==> src/hw/serial_status_defines.vh <==
// register map, field positions, reset values and timing counts of the serial status block
// assumes inclusion by bare name from the design files
`ifndef SERIAL_STATUS_DEFINES_VH
`define SERIAL_STATUS_DEFINES_VH
// byte offsets on the apb bus
`define OFF_CONTROL      12'h000
`define OFF_STATUS       12'h004
`define OFF_TX_HOLDING   12'h008
`define OFF_RX_HOLDING   12'h00c
`define OFF_TIMEOUT_CNT  12'h010
`define OFF_IRQ_STATUS   12'h014
`define OFF_IRQ_MASK     12'h018
// control register command bits
`define CTL_RX_ENABLE     0
`define CTL_RX_DISABLE    1
`define CTL_TX_ENABLE     2
`define CTL_TX_DISABLE    3
`define CTL_STATUS_CLEAR  4
`define CTL_BREAK_START   5
`define CTL_TIMEOUT_RST   6
// status word bit positions
`define ST_RX_AVAIL   0
`define ST_TX_FREE    1
`define ST_BREAK      2
`define ST_OVERRUN    5
`define ST_FRAME      6
`define ST_PARITY     7
`define ST_TIMEOUT    8
`define ST_WIDTH      9
// reset values
`define RST_TIMEOUT_CNT  16'h0000
`define RST_IRQ_MASK     9'h000
// one timeout tick is one bit period of the line
`define BIT_TIME_NS      8680
`define CLK_PERIOD_NS    20
`define BIT_TIME_CYC     ((`BIT_TIME_NS) / (`CLK_PERIOD_NS))
`endif

==> src/hw/rx_timeout_timer.v <==
// receive timeout counter: counts idle bit periods after a restart command
// assumes restart and character pulses on the same clock as clk_sys
`timescale 1ns/100ps
`include "serial_status_defines.vh"
module rx_timeout_timer (
  // clock and reset
  input  wire        clk_sys,
  input  wire        resetn,
  // control
  input  wire [15:0] timeoutCount,
  input  wire        restartPulse,
  input  wire        charPulse,
  // result
  output reg         expiredPulse
);
  reg [12:0] tickCnt_q;
  reg [15:0] bitCnt_q;
  reg        armed_q;
  wire       tick;

  // reload cut to the prescaler width on purpose; a bit period fits in 13 bits
  localparam [31:0] TICK_RELOAD = `BIT_TIME_CYC - 1;

  assign tick = (tickCnt_q == 13'h0000);

  // prescaler gives one tick per bit period
  always @(posedge clk_sys or negedge resetn) begin
    if (!resetn) begin
      tickCnt_q <= 13'h0000;
    end else if (tick || restartPulse || charPulse) begin
      tickCnt_q <= TICK_RELOAD[12:0];
    end else begin
      tickCnt_q <= tickCnt_q - 13'h0001;
    end
  end

  // a zero count disables the timer so the flag can never rise
  always @(posedge clk_sys or negedge resetn) begin
    if (!resetn) begin
      bitCnt_q     <= 16'h0000;
      armed_q      <= 1'b0;
      expiredPulse <= 1'b0;
    end else begin
      expiredPulse <= 1'b0;
      if (restartPulse || charPulse) begin
        bitCnt_q <= timeoutCount;
        armed_q  <= (timeoutCount != 16'h0000);
      end else if (armed_q && tick) begin
        if (bitCnt_q <= 16'h0001) begin
          armed_q      <= 1'b0;
          expiredPulse <= 1'b1;
        end else begin
          bitCnt_q <= bitCnt_q - 16'h0001;
        end
      end
    end
  end
endmodule

==> src/hw/serial_port_status_flags.v <==
// status flags of a serial port: error, timeout and holding register handshakes over apb
// assumes character engine event pulses on clk_sys; pins are not used by this block
//
// The address map and the APB slave port were chosen for this implementation.
`timescale 1ns/100ps
`include "serial_status_defines.vh"
// What this block does
// - timeout flag rises after count elapses; zero count reads 0
// - parity fault bit 7, sticky until status clear
// - stop bit low sets bit 6, sticky
// - overrun bit 5, sticky until status clear
// - break start and end set bit 2
// - status clear command clears four error flags
// - tx ready low on pending char, break, disabled
// - tx ready high on enable and empty holding
// - rx ready bit 0 until holding register read
// - rx ready low while disabled, restored on enable
// - timeout bit 8, cleared by restart command
// - holding write while tx busy is discarded
module serial_port_status_flags (
  // clock and reset
  input  wire        clk_sys,
  input  wire        resetn,
  // apb slave
  input  wire        psel,
  input  wire        penable,
  input  wire        pwrite,
  input  wire [11:0] paddr,
  input  wire [31:0] pwdata,
  output reg  [31:0] prdata,
  output reg         pready,
  output reg         pslverr,
  // receive engine events
  input  wire        rxCharDone,
  input  wire [7:0]  rxCharData,
  input  wire        rxParityBad,
  input  wire        rxStopLow,
  input  wire        rxBreakEdge,
  input  wire        rxActive,
  // transmit engine handshake
  input  wire        txShiftTake,
  output reg         txCharValid,
  output reg  [7:0]  txCharData,
  output reg         txBreakReq,
  input  wire        txBreakDone,
  // interrupt
  output reg         irq
);
  reg        rxEnable_q;
  reg        txEnable_q;
  reg        rxPending_q;
  reg        rxAvail_q;
  reg [7:0]  rxHold_q;
  reg        parity_q;
  reg        frame_q;
  reg        overrun_q;
  reg        brk_q;
  reg        timeout_q;
  reg [15:0] toCount_q;
  reg [8:0]  irqStat_q;
  reg [8:0]  irqMask_q;
  reg [8:0]  stPrev_q;
  reg [31:0] rdata_d;
  reg        mapped;
  wire       access;
  wire       wrEn;
  wire       rdEn;
  wire       ctlWr;
  wire       clrCmd;
  wire       toRestart;
  wire       txFree;
  wire       thrWr;
  wire       rhrRd;
  wire       toExpired;
  wire [8:0] statusWord;

  // access completes in the second cycle; pready is registered
  assign access    = psel && penable && !pready;
  assign wrEn      = access && pwrite;
  assign rdEn      = access && !pwrite;

  // register hits and the commands a control write carries
  assign ctlWr     = wrEn && (paddr == `OFF_CONTROL);
  assign clrCmd    = ctlWr && pwdata[`CTL_STATUS_CLEAR];
  assign toRestart = ctlWr && pwdata[`CTL_TIMEOUT_RST];
  assign thrWr     = wrEn && (paddr == `OFF_TX_HOLDING);
  assign rhrRd     = rdEn && (paddr == `OFF_RX_HOLDING);

  // tx ready: enabled, nothing held, no break queued
  assign txFree = txEnable_q && !txCharValid && !txBreakReq;

  // one word holds every flag; reading it has no side effect
  assign statusWord = {timeout_q,  // bit 8
                       parity_q,   // bit 7
                       frame_q,    // bit 6
                       overrun_q,  // bit 5
                       2'b00,      // bits 4 and 3 unused
                       brk_q,      // bit 2
                       txFree,     // bit 1
                       rxAvail_q};

  // bit-period timer, restarted by command and by every character
  rx_timeout_timer u_rx_timeout_timer (
    .clk_sys      (clk_sys),
    .resetn       (resetn),
    .timeoutCount (toCount_q),
    .restartPulse (toRestart),
    .charPulse    (rxCharDone),
    .expiredPulse (toExpired)
  );

  // rx enable; a disable command wins over an enable in the same write
  always @(posedge clk_sys or negedge resetn) begin
    if (!resetn) begin
      rxEnable_q <= 1'b0;
    end else if (ctlWr) begin
      if (pwdata[`CTL_RX_DISABLE])
        rxEnable_q <= 1'b0;
      else if (pwdata[`CTL_RX_ENABLE])
        rxEnable_q <= 1'b1;
    end
  end

  // tx enable; disable wins so a conflicting write leaves the line quiet
  always @(posedge clk_sys or negedge resetn) begin
    if (!resetn) begin
      txEnable_q <= 1'b0;
    end else if (ctlWr) begin
      if (pwdata[`CTL_TX_DISABLE])
        txEnable_q <= 1'b0;
      else if (pwdata[`CTL_TX_ENABLE])
        txEnable_q <= 1'b1;
    end
  end

  // receive holding data follows every accepted character
  always @(posedge clk_sys or negedge resetn) begin
    if (!resetn)
      rxHold_q <= 8'h00;
    else if (rxCharDone && rxEnable_q)
      rxHold_q <= rxCharData;
  end

  // pending survives a disable so it can show again; a new char beats a read
  always @(posedge clk_sys or negedge resetn) begin
    if (!resetn) begin
      rxPending_q <= 1'b0;
    end else if (rxCharDone && rxEnable_q) begin
      rxPending_q <= 1'b1;
    end else if (rhrRd) begin
      rxPending_q <= 1'b0;
    end else if (ctlWr && pwdata[`CTL_RX_DISABLE] && rxActive) begin
      rxPending_q <= 1'b1;
    end
  end

  // new character on an unread one is an overrun; set wins over clear
  always @(posedge clk_sys or negedge resetn) begin
    if (!resetn)
      overrun_q <= 1'b0;
    else if (rxCharDone && rxEnable_q && rxPending_q && !rhrRd)
      overrun_q <= 1'b1;
    else if (clrCmd)
      overrun_q <= 1'b0;
  end

  // rx ready is masked by the enable
  always @(posedge clk_sys or negedge resetn) begin
    if (!resetn)
      rxAvail_q <= 1'b0;
    else
      rxAvail_q <= rxEnable_q && rxPending_q && !(rhrRd && !rxCharDone);
  end

  // sticky receive errors, event beats the clear command
  always @(posedge clk_sys or negedge resetn) begin
    if (!resetn) begin
      parity_q <= 1'b0;
      frame_q  <= 1'b0;
      brk_q    <= 1'b0;
    end else begin
      if (rxEnable_q && rxParityBad)
        parity_q <= 1'b1;
      else if (clrCmd)
        parity_q <= 1'b0;
      if (rxEnable_q && rxStopLow)
        frame_q <= 1'b1;
      else if (clrCmd)
        frame_q <= 1'b0;
      if (rxEnable_q && rxBreakEdge)
        brk_q <= 1'b1;
      else if (clrCmd)
        brk_q <= 1'b0;
    end
  end

  // timeout flag; zero count forces it low
  always @(posedge clk_sys or negedge resetn) begin
    if (!resetn)
      timeout_q <= 1'b0;
    else if (toCount_q == 16'h0000)
      timeout_q <= 1'b0;
    else if (toExpired)
      timeout_q <= 1'b1;
    else if (toRestart)
      timeout_q <= 1'b0;
  end

  // transmit holding register; a write while busy is dropped with no error
  always @(posedge clk_sys or negedge resetn) begin
    if (!resetn) begin
      txCharValid <= 1'b0;
      txCharData  <= 8'h00;
    end else if (thrWr && txFree) begin
      txCharValid <= 1'b1;
      txCharData  <= pwdata[7:0];
    end else if (txShiftTake || !txEnable_q) begin
      txCharValid <= 1'b0;
    end
  end

  // break request holds tx ready low until the engine reports its end
  always @(posedge clk_sys or negedge resetn) begin
    if (!resetn)
      txBreakReq <= 1'b0;
    else if (ctlWr && pwdata[`CTL_BREAK_START] && txEnable_q)
      txBreakReq <= 1'b1;
    else if (txBreakDone || !txEnable_q)
      txBreakReq <= 1'b0;
  end

  // timeout count in bit periods; zero parks the timer and the flag
  always @(posedge clk_sys or negedge resetn) begin
    if (!resetn)
      toCount_q <= `RST_TIMEOUT_CNT;
    else if (wrEn && paddr == `OFF_TIMEOUT_CNT)
      toCount_q <= pwdata[15:0];
  end

  // interrupt mask shares the status word layout
  always @(posedge clk_sys or negedge resetn) begin
    if (!resetn)
      irqMask_q <= `RST_IRQ_MASK;
    else if (wrEn && paddr == `OFF_IRQ_MASK)
      irqMask_q <= pwdata[`ST_WIDTH-1:0];
  end

  // interrupt status catches rising flags; a read clears, a new event wins
  always @(posedge clk_sys or negedge resetn) begin
    if (!resetn) begin
      stPrev_q  <= 9'h000;
      irqStat_q <= 9'h000;
    end else begin
      stPrev_q <= statusWord;
      if (rdEn && paddr == `OFF_IRQ_STATUS)
        irqStat_q <= statusWord & ~stPrev_q;
      else
        irqStat_q <= irqStat_q | (statusWord & ~stPrev_q);
    end
  end

  // level output from a flop, so it trails the interrupt status by one cycle and the status bits by two
  always @(posedge clk_sys or negedge resetn) begin
    if (!resetn)
      irq <= 1'b0;
    else
      irq <= |(irqStat_q & irqMask_q);
  end

  // read mux; command and write-only registers read as zero
  always @* begin
    rdata_d = 32'h00000000;
    case (paddr)
      `OFF_STATUS:      rdata_d = {23'h0, statusWord};
      `OFF_RX_HOLDING:  rdata_d = {24'h000000, rxHold_q};
      `OFF_TIMEOUT_CNT: rdata_d = {16'h0000, toCount_q};
      `OFF_IRQ_STATUS:  rdata_d = {23'h0, irqStat_q};
      `OFF_IRQ_MASK:    rdata_d = {23'h0, irqMask_q};
      default:          rdata_d = 32'h00000000;
    endcase
  end

  // decode of mapped addresses for the error answer
  always @* begin
    mapped = 1'b0;
    case (paddr)
      `OFF_CONTROL, `OFF_STATUS, `OFF_TX_HOLDING, `OFF_RX_HOLDING,
      `OFF_TIMEOUT_CNT, `OFF_IRQ_STATUS, `OFF_IRQ_MASK: mapped = 1'b1;
      default:                                          mapped = 1'b0;
    endcase
  end

  // apb answer one cycle into the access phase; status write is an error
  always @(posedge clk_sys or negedge resetn) begin
    if (!resetn) begin
      pready  <= 1'b0;
      pslverr <= 1'b0;
    end else begin
      pready  <= access;
      pslverr <= access && (!mapped || (pwrite && paddr == `OFF_STATUS));
    end
  end

  // read data only with a read answer, zero otherwise
  always @(posedge clk_sys or negedge resetn) begin
    if (!resetn)
      prdata <= 32'h00000000;
    else
      prdata <= rdEn ? rdata_d : 32'h00000000;
  end
endmodule

==> config.mk <==
export PLATFORM = sky130hd
export DESIGN_NAME = serial_port_status_flags
export DESIGN_NICKNAME = d
export VERILOG_FILES = /design/src/hw/rx_timeout_timer.v /design/src/hw/serial_port_status_flags.v
export VERILOG_INCLUDE_DIRS = /design/src /design/src/hw
export SDC_FILE = /design/constraint.sdc
export NUM_CORES = 1
export LEC_CHECK = 0
export ABC_AREA = 1
export BUFFER_PORTS_ARGS = -buffer_cell sky130_fd_sc_hd__buf_4
export CAP_MARGIN = 30
export CELL_PAD_IN_SITES_DETAIL_PLACEMENT = 0
export CELL_PAD_IN_SITES_GLOBAL_PLACEMENT = 1
export CORE_ASPECT_RATIO = 1.2
export CORE_MARGIN = 5
export CORE_UTILIZATION = 30
export CTS_CLUSTER_SIZE = 14
export DETAILED_ROUTE_END_ITERATION = 10
export HOLD_SLACK_MARGIN = 0.12
export PLACE_DENSITY = 0.75
export SYNTH_ARGS = -nofsm -noshare
export SYNTH_HDL_FRONTEND = slang
export SYNTH_SLANG_ARGS = --single-unit
==> constraint.sdc <==
create_clock -name clk_sys -period 1.8 [get_ports clk_sys]
set_clock_uncertainty 0.1 [all_clocks]
set_input_delay 0.36 -clock clk_sys [delete_from_list [all_inputs] [get_ports clk_sys]]
set_output_delay 0.36 -clock clk_sys [all_outputs]
set_load 0.03 [all_outputs]
# --- Word-level counts from Yosys, hierarchy flattened ---
# Cells that the tools add are included.
classes:
  div: 0
  n_reduce_logical: 68
  n_eq_ne: 7
  muxes: 33
  addsub: 2
  bitwise: 4
  n_mul: 0
  order_cmp: 1
  shift: 0
op_table:
  columns: ["operator", "n"]
  rows:
  - ["case mux 16 bit (5 select lines)", 1]
  - ["2-to-1 mux 16 bit", 3]
  - ["equality test 12 x 5 -> 1 bit (second input constant)", 3]
  - ["2-to-1 mux 32 bit", 1]
  - ["logical AND 1 bit", 31]
  - ["2-to-1 mux 1 bit", 26]
  - ["equality test 12 x 4 -> 1 bit (second input constant)", 2]
  - ["nonzero test 2 bit", 10]
  - ["bitwise AND 9 bit", 2]
  - ["less-or-equal comparator 16 x 1 -> 1 bit (second input constant)", 1]
  - ["logical NOT 16 bit", 1]
  - ["nonzero test 16 bit", 1]
  - ["subtractor 16 x 1 -> 16 bit (second input constant)", 1]
  - ["logical NOT 13 bit", 1]
  - ["2-to-1 mux 13 bit", 1]
  - ["subtractor 13 x 1 -> 13 bit (second input constant)", 1]
  - ["equality test 12 x 3 -> 1 bit (second input constant)", 1]
  - ["logical NOT 12 bit", 1]
  - ["logical NOT 1 bit", 9]
  - ["2-to-1 mux 9 bit", 1]
  - ["NOT 9 bit", 1]
  - ["bitwise OR 9 bit", 1]
  - ["OR reduction 9 bit", 1]
  - ["AND reduction 2 bit", 4]
  - ["other kinds (4)", 10]
totals:
  mem_count: 0
  latchBits: 0
  romBits: 0
  ram_bits: 0
  input_bits: 64
  out_inout_bits: 45
  reg_bits: 134

# --- Longest topological paths before layout ---
logic_depth:
  word_depth: 9
  depth_mapped: 11
  mapped_depth_nobuf: 11

# --- By module ---
# Synthesis repeated with hierarchy kept, for this count alone.
unflattened:
  cells_unflattened: 734
  area_unflattened_um2: 5918.2
by_module_without_submodules:
  columns: ["module", "cells_per_inst", "seq_area_each_um2", "area_each_um2", "instances"]
  rows:
  - ["serial_port_status_flags", 430, 2127.0, 3822.4, 1]
  - ["rx_timeout_timer", 304, 775.7, 2095.8, 1]

# --- Worst setup path before layout ---
# Ideal clock, no wire load.
synth_path:
  path_type: "reg2reg"
  from: "reg u_rx_timeout_timer.tickCnt_q[0]"
  to: "reg u_rx_timeout_timer.bitCnt_q[12]"
  period_less_slack_ps: 1745
  arrival_time_ps: 1529
  path_slack_ps: 55
  n_path_buf: 1
  required_ps: 1583
  stages_incl_launch_ff: 11
  path_cell_list: "dfrtp_1 > inv_1 > ha_1 > nand2_1 > inv_1 > nand2_1 > nor3_2 > nand3_2 > buf_2 > nand3_1 > nand2_1"
synth_via:
  elab_chain_len: 4
synth_rtl:
  columns: ["item", "line_no", "rtl"]
  rows:
  - ["start, declared", "rx_timeout_timer.v:16", "reg [12:0] tickCnt_q;"]
  - ["start signal, assigned", "rx_timeout_timer.v:31", "tickCnt_q <= TICK_RELOAD[12:0];"]
  - ["start signal, assigned", "rx_timeout_timer.v:33", "tickCnt_q <= tickCnt_q - 13'h0001;"]
  - ["logical NOT 13 bit", "rx_timeout_timer.v:24", "assign tick = (tickCnt_q == 13'h0000);"]
  - ["logical AND 1 bit", "rx_timeout_timer.v:48", "end else if (armed_q && tick) begin"]
  - ["nonzero test 2 bit (no line)", null, null]
  - ["AND reduction 2 bit (no line)", null, null]
  - ["end signal, assigned", "rx_timeout_timer.v:46", "bitCnt_q <= timeoutCount;"]
  - ["end signal, assigned", "rx_timeout_timer.v:53", "bitCnt_q <= bitCnt_q - 16'h0001;"]
  - ["end, declared", "rx_timeout_timer.v:17", "reg [15:0] bitCnt_q;"]
# No other way between the ends.
# A chain may end at the register's enable or synchronous reset.

# --- Final worst setup path ---
layout_path:
  from: "reg u_rx_timeout_timer.tickCnt_q[1]"
  to: "reg u_rx_timeout_timer.bitCnt_q[0]"
# Same word-level chain as after synthesis.

==> summary by stage <==
Flow run
Across the run, the number of max-cap violations was 0.

Clocking
The maximum clock path buffer count is 2. The TritonCTS clock tree is built. After clock tree synthesis, the clock-pin slew on the worst setup and hold paths is 0.07 ns. At the later pin of the worst-skew pair, clock insertion delay measures 0.42 ns.

The number of buffers inserted during clock tree synthesis is 17. The tree is rooted in a sky130_fd_sc_hd__clkbuf_16. CTS built an H-tree with a depth of 4. The number of sinks handled by clock tree synthesis is 116.

Global route
For this run, the total global-route usage over all layers was measured as 0.152. The number of global-route vias before repair is 5325. The wire length of the first global-routing pass is 26400 um. Entering global routing, the biggest net connects 49 pins. The overflow left after global routing is 0.

The initial antenna violation count is 0.

Yosys
Yosys printed 0 warnings. The predominant post-synthesis flop cell is sky130_fd_sc_hd__dfrtp_1. The synthesized design spends more area on one cell type than any other, namely sky130_fd_sc_hd__dfrtp_1. Synthesis produced a netlist whose cell count is 737. Counting distinct cell types in the post-synthesis netlist gives 38. In this run the mean area of a mapped cell was 7.85 um^2. By instance count, the leading cell after synthesis is sky130_fd_sc_hd__nand2_1. The number of enable flip-flop cells after synthesis is 0. In the post-synthesis netlist, the biggest area contributors are sky130_fd_sc_hd__dfrtp_1 50%, sky130_fd_sc_hd__nand2_1 14%, sky130_fd_sc_hd__nand3_1 5.5%, sky130_fd_sc_hd__nor2_1 4.9%, sky130_fd_sc_hd__inv_1 4.7%.

The sequential area share after synthesis is 0.502. By count the netlist is led by 223 x sky130_fd_sc_hd__nand2_1, 116 x sky130_fd_sc_hd__dfrtp_1, 75 x sky130_fd_sc_hd__nor2_1. The post-synthesis register bit count is 116. After synthesis, the share of flip-flops with an asynchronous set or reset is 1.00. The share of synthesized area in the top cell type comes to 0.502. The mapped netlist covers 5780 um^2.

Layout
The number of filler instances in the final layout is 1959. The count of placed standard cells in the final layout, fillers left out is 1168. The fraction of final layout cells sized beyond drive strength 1 is 0.231. The core occupancy in the finished layout is 0.419.

Summing all flip-flop and latch instances after layout gives 2900 um^2. The net total in the final layout is 966. The multi-input combinational cells in the finished layout cover a total of 2500 um^2.

Compared with the post-synthesis result, the final layout area differs by 37.2%. The count of antenna diodes in the layout is 0.

Place
The final estimated routing congestion in global placement is 0.801. The number of buffers added on ports is 76. The placed wire-length estimate is 11900 um.

In this run, placement finished with an instance count of 1106.

Worst setup path
The required time of the worst setup path is 2.00 ns. Grouping stages by cell kind, the critical path spends the most delay in simple AND/OR/NAND/NOR gates. The data arrival time of the critical path is 1.87 ns.

The number of buffers and inverters on the critical path is 3. Along the worst path, the maximum fanout reaches 6. The type of destination of the critical path is a flip-flop. The largest incremental delay on the critical path is 0.39 ns. The critical path is of the flip-flop to flip-flop type. The element type at the critical path start is a flip-flop. Among all stages on the critical path, the largest delay is contributed by sky130_fd_sc_hd__dfrtp_1. Walking the worst path, the cells encountered are inv_2 -> ha_4 -> nand2_4 -> inv_1 -> nand2_2 -> nor3_4 -> nand3_4 -> buf_6 -> nand3_1 -> nand2_1.

Route
The wire length on met2 is 8500 um. Across all layers, the routed design uses 5185 vias. Wires add up to 15800 um. The number of optimization iterations in the first detailed-route pass is 5. Dividing the detail-routed wire length by the instance count gives 13.5 um. The count of nets left with antenna violations once routing finished came out at 0.

In the final routing, the length of wire on met1 measures 6390 um. In the routed design, unresolved DRC markers number 0. Dividing the detail-routed via count by the number of cells gives 4.44. The detailed-routed wire length on met3 is 500 um.

The initial detailed-routing violation count is 207. After detailed routing, no signal wire sits above met4.

Power and ir drop
The combinational fraction of design power is 0.151. The share of total power in the clock network is 0.465. The total internal power is 5.11 mW. In this run the static leakage power is 3.99 nW. The switching power is 2.16 mW. Of the total power, the share spent switching nets is 0.297. Of the total power, registers draw 0.384.

The power density normalized to cell area is 916 nW/um^2. Total power for the finished layout comes to 7.26 mW. IR analysis of the VDD net gives a maximum drop of 581 uV.

STA
The maximum achievable frequency is 0.601 GHz. The max-slew violation total from the final report was 0. Adding up every negative setup slack in the final design gives 0 ns. The number of hold-slack violations in the final timing report is 0.

Of the available clock period, the critical path in the final layout requires 0.925. The total of endpoints with negative setup slack in the final report is 0. Setup repair after global routing left no endpoint under its margin.

The final critical path time including I/O delays and setup is 1.66 ns.

Hold path
The path category of the worst min-delay check is input port to flip-flop.

Run status
The run finished with clean final reports.

Floorplan
The x dimension of the die is 137 um. The count of standard-cell rows is 55. The initial utilization of the core area, before any placement, comes to 0.306. Pin placement for this block handled 109 I/O pins. The standard cell core area is 18900 um^2. The floorplan step set the die height to 162 um. The die covers 22200 um^2.
worst reg2reg max path: cells and delay by family, from the launching register on:
family	cells	cell delay, ns
DFF	1	0.39
and+or+nand+nor	6	0.58
adders and majority gates	1	0.15
buffers and inverters	3	0.32
sequential cells by signal, indices dropped and copies added (netlist names), 7 cells and up:
register / cells
stPrev_q: 7
u_rx_timeout_timer.bitCnt_q: 16
irqMask_q: 9
irqStat_q: 7
txCharData: 8
u_rx_timeout_timer.tickCnt_q: 13
rxHold_q: 8
prdata: 16
toCount_q: 16
what timing repair did:
item | 4_1_cts | 5_1_grt
setup endpoints to repair | 16 | 18
gates cloned | 1 | 0
hold endpoints to repair | 128 | 0
pin swaps | 3 | 3
hold buffers | 25 | 0
buffers inserted | 1 | 3
resized for setup | 11 | 12
final cells by class:
| type | instances | share of cell area |
|---|---|---|
| Multi-Input combinational cell | 529 | 0.315 |
| Timing Repair Buffer | 158 | 0.168 |
| Clock buffer | 17 | 0.0536 |
| Sequential cell | 116 | 0.366 |
| Inverter | 77 | 0.0364 |
| Clock inverter | 15 | 0.0205 |
| Tap cell | 256 | 0.0404 |
worst paths after layout:
kind	startpoint	to	slack [ns]	cells past startpoint
setup / recovery	u_rx_timeout_timer.tickCnt_q[1]	u_rx_timeout_timer.bitCnt_q[0]	0.14	10
max in group asynchronous	resetn	irqMask_q[5]	0.74	3
hold reg to reg	brk_q	stPrev_q[2]	0.27	0
setup reg to reg	u_rx_timeout_timer.tickCnt_q[1]	u_rx_timeout_timer.bitCnt_q[0]	0.14	10
min in group asynchronous	resetn	txCharValid	0.30	2
hold / removal	pwdata[8]	irqMask_q[8]	0.15	3
cell families (layout without fill, tap and decap cells):
family | count (synthesis) | count (layout) | synth area share
AND/OR/NAND/NOR | 423 | 423 | 0.324
flip-flops | 116 | 116 | 0.502
buffers and inverters | 107 | 267 | 0.0867
AO/OA/AOI/OAI | 82 | 82 | 0.0722
XOR/XNOR | 5 | 5 | 0.00757
adder cells (fa/ha/maj) | 3 | 3 | 0.00649
other | 1 | 16 | 0.000648
power groups by stage:
stage               registers [mW]  clock network, mW  logic, mW
finish                        2.79               3.38       1.10
global route                  2.80               3.57       1.26
CTS                           2.79               3.45       1.09
detailed placement            2.83                  0       1.03
global placement              2.83                  0       1.03
floorplan                     2.82                  0      0.647
cells in the final DEF, fill, tap and decap left out, drive strengths merged:
cell and instances:
nor2 84, and2 1, clkinvlp 2, xor2 4, bufinv 1, dlygate4sd3 25, xnor2 1, inv 85
nor4 2, nand3b 3, conb 16, buf 133, a22oi 1, nor3 17, ha 3, nand2 239
nand3 65, dfrtp 116, o21ai 64, o22ai 1, or2 1, a221oi 1, clkinv 4, clkbuf 17
a21oi 15, nand4 11
per-stage QoR:
stage	area (um^2)	hold slack, ns	setup WS [ns]
4_1_cts	7890	0.129	0.00179
3_3_place_gp	6980	0.186	-0.00220
5_1_grt	7930	0.157	0.000915
6_report	7930	0.151	0.136
3_5_place_dp	6980	0.193	-0.0374
2_1_floorplan	5840	-0.0356	0.0549
routing by layer:
layer,global-route usage,vias up
met5,0,-
met4,0.0564,0
met3,0.0341,21
li1,-,2654
met1,0.173,2422
met2,0.274,88
No activity file was read; power rests on OpenSTA's default activity.
